[src/rtl/acrb_pkg.sv]
// Package for the amplifier control register bank, page zero.
// Assumes an 8-bit register address and 8-bit data.
package acrb_pkg;
   localparam logic [7:0] OFF_PAGE  = 8'h00;
   localparam logic [7:0] OFF_SRST  = 8'h01;
   localparam logic [7:0] OFF_MODE  = 8'h02;
   localparam logic [7:0] OFF_SPK   = 8'h04;
   localparam logic [7:0] OFF_PWR2  = 8'h05;
   localparam logic [7:0] OFF_PWR1  = 8'h07;
   localparam logic [7:0] RST_PAGE  = 8'h00;
   localparam logic [7:0] RST_MODE  = 8'h01;
   localparam logic [7:0] RST_SPK   = 8'h5F;
   localparam logic [7:0] RST_PWR2  = 8'h00;
   localparam logic [7:0] RST_PWR1  = 8'h00;
   localparam int BIT_SRST      = 0;
   localparam int BIT_PAGE_INC  = 7;
   localparam int BIT_BOOST     = 4;
   localparam int BIT_FAULT     = 0;
   localparam int BIT_ISNS_MUTE = 2;
   localparam int BIT_VSNS_MUTE = 1;
   localparam int BIT_AUD_MUTE  = 0;
   localparam logic [1:0] PWR_DOWN     = 2'h0;
   localparam logic [1:0] PWR_UP_BOOST = 2'h1;
   localparam logic [1:0] PWR_UP_NOBST = 2'h2;

   typedef struct packed {
      logic       pageAutoIncrement;
      logic [2:0] processingMode;
      logic       boostSchemeSelect;
      logic [3:0] dacGain;
      logic [1:0] powerState;
      logic       currentSenseMute;
      logic       voltageSenseMute;
      logic       audioMute;
      logic       boostClassH;
      logic       boostClassG;
   } acrb_ctrl_type;
endpackage : acrb_pkg

[src/rtl/acrb_regs.sv]
// Page-zero control registers of the amplifier: page, reset, mode,
// boost/gain, fault status, power and mutes.
// Assumes a register access port driven by the control-bus slave on clk.
//
// Contract
// - An 8-bit page selector, reset 0, picks the page of later accesses.
// - Writing 1 to reset bit 0 starts a self-clearing soft reset; 0 does nothing.
// - Mode bit 7 at 0 enables page auto increment.
// - The 3-bit processing mode, reset 1, selects PCM/PDM playback and sense.
// - Boost bit 0 selects multi-level class-H boost that tracks the signal.
// - Boost bit 1, the reset value, selects class-G boost to maximum voltage.
// - The 4-bit DAC gain sets 0 to 15 dB in 1 dB steps, reset 15.
// - The fault flag reads 1 once an error is detected, reset 0.
// - The 2-bit power state: 0 down, 1 up with boost, 2 up without, reset 0.
// - Power bits 2, 1, 0 mute current sense, voltage sense and audio.
`timescale 1ns/1ps
module acrb_regs #(
   parameter int ADDR_W = 8
) (
   input  logic                   clk,
   input  logic                   nrst,
   input  logic                   regWrEn,
   input  logic                   regRdEn,
   input  logic [ADDR_W-1:0]      regAddr,
   input  logic [7:0]             regWrData,
   output logic [7:0]             regRdData,
   input  logic                   faultDetect,
   output logic [7:0]             pageSelect,
   output logic                   softResetPulse,
   output acrb_pkg::acrb_ctrl_type ctrl
);
   if (ADDR_W != 8) begin : g_addr_check
      $error("acrb_regs needs ADDR_W of 8");
   end

   logic [7:0] page_reg;
   logic       srst_reg;
   logic [7:0] mode_reg;
   logic [7:0] spk_reg;
   logic [7:0] pwr2_reg;
   logic [7:0] pwr1_reg;
   logic [7:0] rd_reg;
   logic [7:0] rd_next;
   logic       onPage0;

   function automatic logic hit(input logic [7:0] a, input logic [7:0] off);
      hit = (a == off);
   endfunction : hit

   // Page register stays reachable on every page so software can return
   assign onPage0 = (page_reg == 8'h00);

   always_ff @(posedge clk) begin
      if (!nrst || srst_reg) begin
         page_reg <= acrb_pkg::RST_PAGE;
      end else if (regWrEn && hit(regAddr, acrb_pkg::OFF_PAGE)) begin
         page_reg <= regWrData;
      end
   end

   always_ff @(posedge clk) begin
      if (!nrst || srst_reg) begin
         srst_reg <= 1'h0;
      end else begin
         srst_reg <= regWrEn && onPage0 && hit(regAddr, acrb_pkg::OFF_SRST)
                     && regWrData[acrb_pkg::BIT_SRST];
      end
   end

   always_ff @(posedge clk) begin
      if (!nrst || srst_reg) begin
         mode_reg <= acrb_pkg::RST_MODE;
      end else if (regWrEn && onPage0 && hit(regAddr, acrb_pkg::OFF_MODE)) begin
         mode_reg <= regWrData;
      end
   end

   always_ff @(posedge clk) begin
      if (!nrst || srst_reg) begin
         spk_reg <= acrb_pkg::RST_SPK;
      end else if (regWrEn && onPage0 && hit(regAddr, acrb_pkg::OFF_SPK)) begin
         spk_reg <= regWrData;
      end
   end

   // Fault flag: a fault in the same cycle as a clearing write wins
   always_ff @(posedge clk) begin
      if (!nrst) begin
         pwr2_reg <= acrb_pkg::RST_PWR2;
      end else begin
         if (srst_reg) begin
            pwr2_reg <= acrb_pkg::RST_PWR2;
         end else if (regWrEn && onPage0 && hit(regAddr, acrb_pkg::OFF_PWR2)) begin
            pwr2_reg <= regWrData;
         end
         if (faultDetect) begin
            pwr2_reg[acrb_pkg::BIT_FAULT] <= 1'h1;
         end
      end
   end

   // Fault power-down overrides a simultaneous power-up write
   always_ff @(posedge clk) begin
      if (!nrst) begin
         pwr1_reg <= acrb_pkg::RST_PWR1;
      end else begin
         if (srst_reg) begin
            pwr1_reg <= acrb_pkg::RST_PWR1;
         end else if (regWrEn && onPage0 && hit(regAddr, acrb_pkg::OFF_PWR1)) begin
            pwr1_reg <= regWrData;
         end
         if (faultDetect) begin
            pwr1_reg[7:6] <= acrb_pkg::PWR_DOWN;
         end
      end
   end

   // Other pages, apart from the page register at offset 0, and unmapped offsets read as zero
   always_comb begin
      rd_next = 8'h00;
      if (hit(regAddr, acrb_pkg::OFF_PAGE)) begin
         rd_next = page_reg;
      end else if (onPage0) begin
         case (regAddr)
            acrb_pkg::OFF_SRST: rd_next = {7'h00, srst_reg};
            acrb_pkg::OFF_MODE: rd_next = mode_reg;
            acrb_pkg::OFF_SPK:  rd_next = spk_reg;
            acrb_pkg::OFF_PWR2: rd_next = pwr2_reg;
            acrb_pkg::OFF_PWR1: rd_next = pwr1_reg;
            default:            rd_next = 8'h00;
         endcase
      end
   end

   always_ff @(posedge clk) begin
      if (!nrst) begin
         rd_reg <= 8'h00;
      end else if (regRdEn) begin
         rd_reg <= rd_next;
      end
   end

   assign regRdData      = rd_reg;
   assign pageSelect     = page_reg;
   assign softResetPulse = srst_reg;

   always_comb begin
      ctrl.pageAutoIncrement = !mode_reg[acrb_pkg::BIT_PAGE_INC];
      ctrl.processingMode    = mode_reg[2:0];
      ctrl.boostSchemeSelect = spk_reg[acrb_pkg::BIT_BOOST];
      ctrl.dacGain           = spk_reg[3:0];
      ctrl.powerState        = pwr1_reg[7:6];
      ctrl.currentSenseMute  = pwr1_reg[acrb_pkg::BIT_ISNS_MUTE];
      ctrl.voltageSenseMute  = pwr1_reg[acrb_pkg::BIT_VSNS_MUTE];
      ctrl.audioMute         = pwr1_reg[acrb_pkg::BIT_AUD_MUTE];
      // Boost runs only in the powered-with-boost state
      ctrl.boostClassH = (pwr1_reg[7:6] == acrb_pkg::PWR_UP_BOOST)
                         && !spk_reg[acrb_pkg::BIT_BOOST];
      ctrl.boostClassG = (pwr1_reg[7:6] == acrb_pkg::PWR_UP_BOOST)
                         && spk_reg[acrb_pkg::BIT_BOOST];
   end

   property p_page_write;
      @(posedge clk) disable iff (!nrst)
      (regWrEn && regAddr == 8'h00 && !srst_reg) |=> pageSelect == $past(regWrData);
   endproperty
   a_page_write: assert property (p_page_write) else $error("page write lost");

   property p_srst_clears;
      @(posedge clk) disable iff (!nrst)
      softResetPulse |=> !softResetPulse;
   endproperty
   a_srst_clears: assert property (p_srst_clears) else $error("reset bit stuck");

   property p_page_inc;
      @(posedge clk) disable iff (!nrst)
      regWrEn && onPage0 && regAddr == 8'h02 && !srst_reg
      |=> ctrl.pageAutoIncrement == !$past(regWrData[7]);
   endproperty
   a_page_inc: assert property (p_page_inc) else $error("page increment wrong");

   property p_reset_vals;
      @(posedge clk)
      !nrst |=> ctrl.processingMode == 3'h1 && ctrl.dacGain == 4'hF
                && ctrl.boostSchemeSelect && ctrl.powerState == 2'h0;
   endproperty
   a_reset_vals: assert property (p_reset_vals) else $error("bad reset values");

   property p_class_h;
      @(posedge clk) disable iff (!nrst)
      regWrEn && onPage0 && regAddr == 8'h04 && !srst_reg && !regWrData[4]
      && ctrl.powerState == 2'h1 && !faultDetect |=> ctrl.boostClassH;
   endproperty
   a_class_h: assert property (p_class_h) else $error("class H wrong");

   property p_class_g;
      @(posedge clk) disable iff (!nrst)
      regWrEn && onPage0 && regAddr == 8'h04 && !srst_reg && regWrData[4]
      && ctrl.powerState == 2'h1 && !faultDetect |=> ctrl.boostClassG;
   endproperty
   a_class_g: assert property (p_class_g) else $error("class G wrong");

   property p_gain;
      @(posedge clk) disable iff (!nrst)
      regWrEn && onPage0 && regAddr == 8'h04 && !srst_reg
      |=> ctrl.dacGain == $past(regWrData[3:0]);
   endproperty
   a_gain: assert property (p_gain) else $error("gain not taken");

   property p_fault_read;
      @(posedge clk) disable iff (!nrst)
      faultDetect ##1 (regRdEn && onPage0 && regAddr == 8'h05 && !srst_reg)
      |=> regRdData[0];
   endproperty
   a_fault_read: assert property (p_fault_read) else $error("fault not read");

   property p_fault_down;
      @(posedge clk) disable iff (!nrst)
      faultDetect |=> ctrl.powerState == 2'h0;
   endproperty
   a_fault_down: assert property (p_fault_down) else $error("fault kept power");

   property p_pwr_write;
      @(posedge clk) disable iff (!nrst)
      regWrEn && onPage0 && regAddr == 8'h07 && !srst_reg && !faultDetect
      |=> ctrl.powerState == $past(regWrData[7:6]) && ctrl.audioMute == $past(regWrData[0]);
   endproperty
   a_pwr_write: assert property (p_pwr_write) else $error("power write lost");

   property p_mute;
      @(posedge clk) disable iff (!nrst)
      regWrEn && onPage0 && regAddr == 8'h07 && !srst_reg
      |=> {ctrl.currentSenseMute, ctrl.voltageSenseMute, ctrl.audioMute}
          == $past(regWrData[2:0]);
   endproperty
   a_mute: assert property (p_mute) else $error("mute mismatch");

   property p_srst_all;
      @(posedge clk) disable iff (!nrst)
      softResetPulse |=> pageSelect == 8'h00 && ctrl.processingMode == 3'h1
                         && ctrl.dacGain == 4'hF
                         && ctrl.boostSchemeSelect && ctrl.powerState == 2'h0;
   endproperty
   a_srst_all: assert property (p_srst_all) else $error("soft reset incomplete");

   // Port-level checks: each except p_fault_hold, which watches the internal fault bit, reacts to a bus event rather than restating a decode
   property p_srst_read;
      @(posedge clk) disable iff (!nrst)
      regRdEn && onPage0 && regAddr == 8'h01 |=> regRdData[7:1] == 7'h00;
   endproperty
   a_srst_read: assert property (p_srst_read) else $error("reset bits 7 to 1 not zero");

   property p_page_hide;
      @(posedge clk) disable iff (!nrst)
      regRdEn && !onPage0 && regAddr != 8'h00 |=> regRdData == 8'h00;
   endproperty
   a_page_hide: assert property (p_page_hide) else $error("other page not hidden");

   property p_page_read;
      @(posedge clk) disable iff (!nrst)
      regRdEn && regAddr == 8'h00 |=> regRdData == $past(pageSelect);
   endproperty
   a_page_read: assert property (p_page_read) else $error("page read wrong");

   property p_hidden_write;
      @(posedge clk) disable iff (!nrst)
      regWrEn && !onPage0 && regAddr == 8'h04 && !srst_reg |=> $stable(ctrl.dacGain);
   endproperty
   a_hidden_write: assert property (p_hidden_write) else $error("hidden write landed");

   property p_fault_hold;
      @(posedge clk) disable iff (!nrst)
      pwr2_reg[acrb_pkg::BIT_FAULT] && !srst_reg
      && !(regWrEn && onPage0 && regAddr == 8'h05) |=> pwr2_reg[acrb_pkg::BIT_FAULT];
   endproperty
   a_fault_hold: assert property (p_fault_hold) else $error("fault flag dropped");

   property p_cov_srst;
      @(posedge clk) disable iff (!nrst) softResetPulse;
   endproperty
   c_srst: cover property (p_cov_srst);

   property p_cov_fault;
      @(posedge clk) disable iff (!nrst) ctrl.boostClassG ##1 faultDetect;
   endproperty
   c_fault: cover property (p_cov_fault);

   property p_cov_page;
      @(posedge clk) disable iff (!nrst) !onPage0 && regRdEn;
   endproperty
   c_page: cover property (p_cov_page);

   property p_cov_class_h;
      @(posedge clk) disable iff (!nrst) ctrl.boostClassH;
   endproperty
   c_class_h: cover property (p_cov_class_h);

   property p_cov_pdm;
      @(posedge clk) disable iff (!nrst) ctrl.processingMode == 3'h5;
   endproperty
   c_pdm: cover property (p_cov_pdm);
endmodule : acrb_regs

[config.mk]
export PLATFORM = sky130hd
export DESIGN_NAME = acrb_regs
export DESIGN_NICKNAME = d
export VERILOG_FILES = /design/src/rtl/acrb_pkg.sv /design/src/rtl/acrb_regs.sv
export SDC_FILE = /design/constraint.sdc
export NUM_CORES = 1
export LEC_CHECK = 0
export ABC_AREA = 0
export BUFFER_PORTS_ARGS = -buffer_cell sky130_fd_sc_hd__buf_4
export CORE_ASPECT_RATIO = 1.75
export CORE_MARGIN = 8
export CORE_UTILIZATION = 56
export CTS_BUF_LIST = sky130_fd_sc_hd__clkbuf_2 sky130_fd_sc_hd__clkbuf_4 sky130_fd_sc_hd__clkbuf_8
export CTS_CLUSTER_SIZE = 25
export DETAILED_ROUTE_END_ITERATION = 16
export HOLD_SLACK_MARGIN = 0.12
export PLACE_DENSITY = 0.83
export SYNTH_ARGS = -nofsm -noshare
export SYNTH_HDL_FRONTEND = slang
export SYNTH_SLANG_ARGS = --single-unit
[constraint.sdc]
create_clock -name clk -period 2.6 [get_ports clk]
set_clock_uncertainty 0.1 [all_clocks]
set_input_delay 0.13 -clock clk [delete_from_list [all_inputs] [get_ports clk]]
set_output_delay 0.13 -clock clk [all_outputs]
set_load 0.01 [all_outputs]
==> results of run 1 <==
-- area by class of cell --
cell class                      count  area share (%)
Multi-Input combinational cell    219           42.38
Sequential cell                    49           32.20
Timing Repair Buffer               77           20.12
Clock buffer                        7           2.957
Tap cell                           51           2.094
Inverter                            2          0.2464
-- worst paths after layout --
| check | endpoint | slack, ns |
|---|---|---|
| hold / removal | softResetPulse | 0.18 |
| hold reg to reg | pwr2_reg[5] | 0.38 |
| setup / recovery | pwr1_reg[6] | 0.16 |
| setup reg to reg | pwr1_reg[6] | 0.16 |
-- through the flow --
stage | utilization, % | cell area, um2 | hold slack [ns] | power, mW
after floorplan | - | 2490 | 0.1085 | 0.8524
after global placement | 65.13 | 2816 | 0.2272 | 0.9172
after detailed placement | 65.13 | 2816 | 0.2389 | 0.9203
after CTS | 70.46 | 3047 | 0.1750 | 1.386
after global routing | 70.46 | 3047 | 0.2116 | 1.431
final | 70.46 | 3047 | 0.1803 | 1.386
-- power groups by stage --
stage               registers, mW  clock network [mW]  logic, mW
finish                      0.762               0.464      0.160
global placement            0.779                   0      0.138
detailed placement          0.780                   0      0.140
CTS                         0.762               0.466      0.157
floorplan                   0.782                   0     0.0702
global route                0.763               0.498      0.170
-- cells by family (layout without fill, tap and decap cells) --
family	Yosys count	after routing	share of synthesized area, %
DFF	49	49	39.40
and+or+nand+nor	110	110	24.67
xor gates and xnor gates	1	1	0.3518
buffers and inverters	42	86	8.743
muxes	16	16	6.432
AOI/OAI and AO/OA	92	92	20.40
-- Yosys cell counts, types with 9 or more instances --
cell / n / area (um2)
nand3_1: 39 / 195.2
o21ai_0: 29 / 145.1
buf_4: 13 / 97.59
o211ai_1: 9 / 67.56
o21ai_1: 10 / 50.05
clkbuf_1: 20 / 75.07
dfxtp_1: 49 / 980.9
nor2_1: 17 / 63.81
mux2i_1: 16 / 160.2
a21oi_1: 31 / 155.2
nand3b_1: 16 / 120.1
nand2_1: 12 / 45.04
-- layer usage --
layer / up-vias / part of all wire [%]
met3: 36 / 9.0
met1: 1209 / 35
met2: 141 / 50
met5: - / 0
met4: 0 / 5.6
li1: 1200 / -
-- critical path, stage by stage (launching register included) --
cell and delay [ns]:
dfxtp_1 0.35, or4_1 0.62, or4_1 0.81, o21ai_0 0.32, a211oi_1 0.11
==> results.md, run 1 <==
- Final hold vios: 0
- Vias in the first global route: 2471
- Unrepaired setup endpoints after global routing: false
- Total grt overflow: 0
- CTS Buf Count: 5
- Post-DR vias/cell: 6.385
- Post-synthesis register bit count: 49
- Crit-path max FO: 16
- Multi-input gate area: 1291 um2
- Lkg Pwr: 1.151 nW
- Tcrit/Tclk final: 93.66%
- Cell Int Power: 1.049 mW
- Final wirelength: 7.567 mm
- Max Clk Rate: 410.6 MHz
- Fraction of synthesis flops using an asynchronous set or reset pin: 0%
- Syn Nets: 331
- Vias: 2586
- DIE HEIGHT: 104.2 um
- Switching share of power: 24.33%
- Worst Tran Pin Value: 0.6712 ns
- GP Congestion: 0.8921
- Avg Synthesized Cell Area: 8.032 um2
- Hold Crit Class: input port to flop
- Final std cells w/o fill: 405
- CTS Sinks: 49
- Max rail drop VDD: 424.6 uV
- Max-cap violations: 0
- Global-route wire length before repair: 12.08 mm
- Worst slew margin: 55.16%
- Clk pwr share: 33.5%
- Sequential cell area: 980.9 um2
- Worst R2R Path Depth: 4
- Most used DFF post-synth: dfxtp_1
- Port buffer count: 53
- Post-placement cell count: 384
- Setup ws final: 0.1648 ns
- Row count: 32
- Fin crit period: 2.435 ns
- EDFF count, synth: 0
- Cts hold-fix bufs: 14
- Cell Pwr Density: 454.9 nW/um2
- Commonest non-fill, non-tap cell in the layout: buf_4
- Outcome: finished clean
- Post-CTS setup buffer count: 0
- Pre-CTS setup slack: 0.2284 ns
- Post-DRT Antenna Nets: 0
- Filler cells: 374
- Starting Density: 57.58%
- Worst r2r src: pageSelect[5]
- Share of total power in combinational logic: 11.5%
- Sequential power share: 55.0%
- Most used routing layer: met2
- Min-Delay Startpoint: regAddr[2]
- Critical path class: flop to flop
- Core footprint: 4324 um2
- GR Layer Usage met1: 24.08%
- GR Layer Usage met2: 35.95%
- Post_cts resized: 0
- Die Area: 6920 um2
- I/O pin count: 54
- Worst hold stages: 3
- Commonest non-fill, non-tap cells in the layout: 63 x buf_4, 49 x dfxtp_1, 39 x nand3_1, 31 x a21oi_1, 29 x o21ai_0
- Gr usage total: 21.91%
- Inserted Diodes: 0
- Final nets: 375
- Total Negative Setup Slacks: 0 ns
- Critical Path Sink Type: flop
- Drt first-iter violations: 173
- Crit start category: flop
- Detailed-route wire length per cell: 18.68 um
- Share of cells above drive strength 1: 21.19%
- Largest net degree at the start of global routing: 34
- Worst setup path start: pageSelect[5]
- Synth unique cells: 38
- Slew Limit Fails: 0
- Detailed placement HPWL: 5.554 mm
- TritonCTS clock tree: built
- Worst Path Arrival: 2.51 ns
- Initial DRT Pass Iterations: 4
- Clock Pin Slew Worst Setup and Hold Paths: 0.08 ns
- Clock root buffer: clkbuf_8
- Required time of the critical path: 2.68 ns
- Synth warn: 0
- Sequential area share after synthesis: 39.40%
- Die W: 66.41 um
- Final setup viols: 0
- Syn Inst Count: 310
- Clock latency on the worst-skew pair: 0.30 ns
- Met3 usage: 4.639%
- DR DRC count: 0
- H-tree levels: 2
- Switching power: 0.3372 mW
- Initial antenna violation count: 0
- Area Growth Syn to Fin: 22.36%
- Longest Clk Path Bufs: 2
- Mapped Area: 2490 um2
Note: power is estimated with default switching activity, not from simulation.
==> run 2: changes to the inputs <==
Settings changed: GPL_TIMING_DRIVEN from default to 0.
==> run 2 against run 1 <==
Highest routed layer unchanged. Core utilization rose by 2.0 points. Flip-flop and latch count did not move. Largest power group unchanged. Design area rose by 2.8%. Total power fell by 1.6%. Sequential share of layout area fell by 0.89 points. Critical path type is now input port to flop.
==> results.md, run 2 (synthesis results as in run 1) <==
- Outcome: finished clean
- Drt first-iter violations: 145 (-16%)
- Min-Delay Startpoint: nrst
- Global-route wire length before repair: 12.55 mm (+3.9%)
- Hold Crit Class: input port to flop
- Initial DRT Pass Iterations: 5 (+1)
- Vias in the first global route: 2586 (+4.7%)
- Clock root buffer: clkbuf_8
- CTS Sinks: 49 (unchanged)
- Final wirelength: 7.957 mm (+5.2%)
- Reg2Reg Setup Slack: 0.28 ns (+0.12 ns)
- Total grt overflow: 0 (unchanged)
- DIE HEIGHT: 104.2 um (unchanged)
- Post-placement cell count: 412 (+7.3%)
- Core footprint: 4324 um2 (unchanged)
- Initial antenna violation count: 0 (unchanged)
- Worst R2R Path Depth: 6 (+2)
- Worst slew margin: 41.31% (-14 points)
- Slew Limit Fails: 0 (unchanged)
- Crit start category: input port
- Unrepaired setup endpoints after global routing: false
- Required time of the critical path: 2.73 ns (+0.05 ns)
- Setup ws final: 0.2287 ns (+0.06396 ns)
- Share of cells above drive strength 1: 21.32% (+0.13 points)
- Final hold vios: 0 (unchanged)
- Lkg Pwr: 1.180 nW (+2.5%)
- Commonest non-fill, non-tap cell in the layout: buf_4
- Critical path class: input port to flop
- Met3 usage: 4.423% (-0.22 points)
- Multi-input gate area: 1291 um2 (unchanged)
- Vias: 2604 (+0.70%)
- GR Layer Usage met1: 23.54% (-0.55 points)
- TritonCTS clock tree: built
- Max rail drop VDD: 392.3 uV (-7.6%)
- Final nets: 400 (+6.7%)
- Fin crit period: 2.371 ns (-0.06396 ns)
- Worst hold stages: 4 (+1)
- DR DRC count: 0 (unchanged)
- Inserted Diodes: 0 (unchanged)
- GR Layer Usage met2: 39.21% (+3.3 points)
- Final setup viols: 0 (unchanged)
- Detailed-route wire length per cell: 18.46 um (-1.2%)
- Max-cap violations: 0 (unchanged)
- Hold worst-path end: regRdData[5]
- Post-DR vias/cell: 6.042 (-5.4%)
- Die Area: 6920 um2 (unchanged)
- Sequential cell area: 980.9 um2 (unchanged)
- Starting Density: 57.58% (unchanged)
- Commonest non-fill, non-tap cells in the layout: 64 x buf_4, 49 x dfxtp_1, 39 x nand3_1, 31 x a21oi_1, 29 x o21ai_0
- Max Clk Rate: 421.7 MHz (+2.7%)
- CTS Buf Count: 5 (unchanged)
- Gr usage total: 22.92% (+1.0 points)
- Most used routing layer: met2
- Largest net degree at the start of global routing: 16 (-53%)
- Detailed placement HPWL: 6.106 mm (+10%)
- Worst Path Arrival: 2.50 ns (about the same)
- Clock latency on the worst-skew pair: 0.30 ns (about the same)
- Filler cells: 375 (+0.27%)
- Cell Pwr Density: 435.2 nW/um2 (-4.4%)
- Finished Core Util: 72.45% (+2.0 points)
- I/O pin count: 54 (unchanged)
- Worst Tran Pin Value: 0.8736 ns (+0.2025 ns)
- Worst r2r src: pageSelect[5]
- Critical Path Sink Type: flop
- Clock Pin Slew Worst Setup and Hold Paths: 0.09 ns (about the same)
- Tcrit/Tclk final: 91.20% (-2.5 points)
- Reg2reg end: mode_reg[0]
- Area Growth Syn to Fin: 25.83%
- Longest Clk Path Bufs: 2 (unchanged)
- Die W: 66.41 um (unchanged)
- H-tree levels: 2 (unchanged)
- Crit-path max FO: 10 (-6)
- Total Negative Setup Slacks: 0 ns (unchanged)
- Pre-CTS setup slack: 0.3181 ns (+0.08972 ns)
- GP Congestion: 1.001 (+12%)
- Final std cells w/o fill: 431 (+6.4%)
- Port buffer count: 51 (-3.8%)
- Post-DRT Antenna Nets: 0 (unchanged)
- Row count: 32 (unchanged)
==> run 2: cell count changes in the layout (fill, tap and decap cells not counted), sizes merged <==
cell,delta
clkinv,+2
clkinvlp,+1
buf,+8
dlygate4sd3,-3
clkbuf,+18
==> run 2: worst max path at each step <==
stage          slack (ns)     endpoint           from
3_5_place_dp         0.32  pwr1_reg[3]  pageSelect[5]
3_3_place_gp         0.36  mode_reg[0]  pageSelect[5]
6_report             0.23  mode_reg[2]     regAddr[3]
2_1_floorplan        0.46  mode_reg[0]  pageSelect[5]
4_1_cts              0.26  mode_reg[6]     regAddr[3]
5_1_grt              0.06  mode_reg[1]     regAddr[3]
==> run 2: timing repair <==
action                    CTS  global route
gates resized for setup     0             0
hold endpoints to repair   47             0
hold buffers               11             0
setup buffers               0             0
==> run 2: area by class of cell <==
| class | instances | share of cell area, % |
|---|---|---|
| buffer | 40 | 6.709 |
| clock inverter | 3 | 0.5591 |
| timing repair buffer | 62 | 15.73 |
| sequential | 49 | 31.31 |
| inverter | 2 | 0.2396 |
| multi-input combinational | 219 | 41.21 |
| clock buffer | 5 | 2.196 |
| tap | 51 | 2.037 |
==> run 2: metal layers <==
| layer | up-vias | wire length [um] | share of wire, % |
|---|---|---|---|
| met5 | - | 0 | 0 |
| met4 | 0 | 460 | 5.8 |
| met3 | 29 | 515 | 6.5 |
| met2 | 123 | 4078 | 51 |
| met1 | 1204 | 2903 | 36 |
| li1 | 1248 | - | - |
==> run 2: critical path, stage by stage <==
cell and delay, ns:
dlygate4sd3_1 0.54, buf_4 0.17, or3_1 0.37, clkbuf_1 0.25
nor3_1 0.73, nand3_1 0.15, a21oi_1 0.17
==> run 2: through the flow <==
stage | instance area (um2) | power (mW) | hold WS (ns)
after floorplan | 2490 | 0.8524 | 0.1085
after global placement | 2937 | 0.9224 | 0.2197
after detailed placement | 2937 | 0.9241 | 0.2250
after CTS | 3133 | 1.364 | 0.2496
after global routing | 3133 | 1.401 | 0.2658
final | 3133 | 1.363 | 0.2341
==> run 2: power breakdown <==
group	internal, mW	switching (mW)
sequential	0.758	0.00430
clock	0.186	0.255
combinational	0.0654	0.0948
total	1.01	0.354
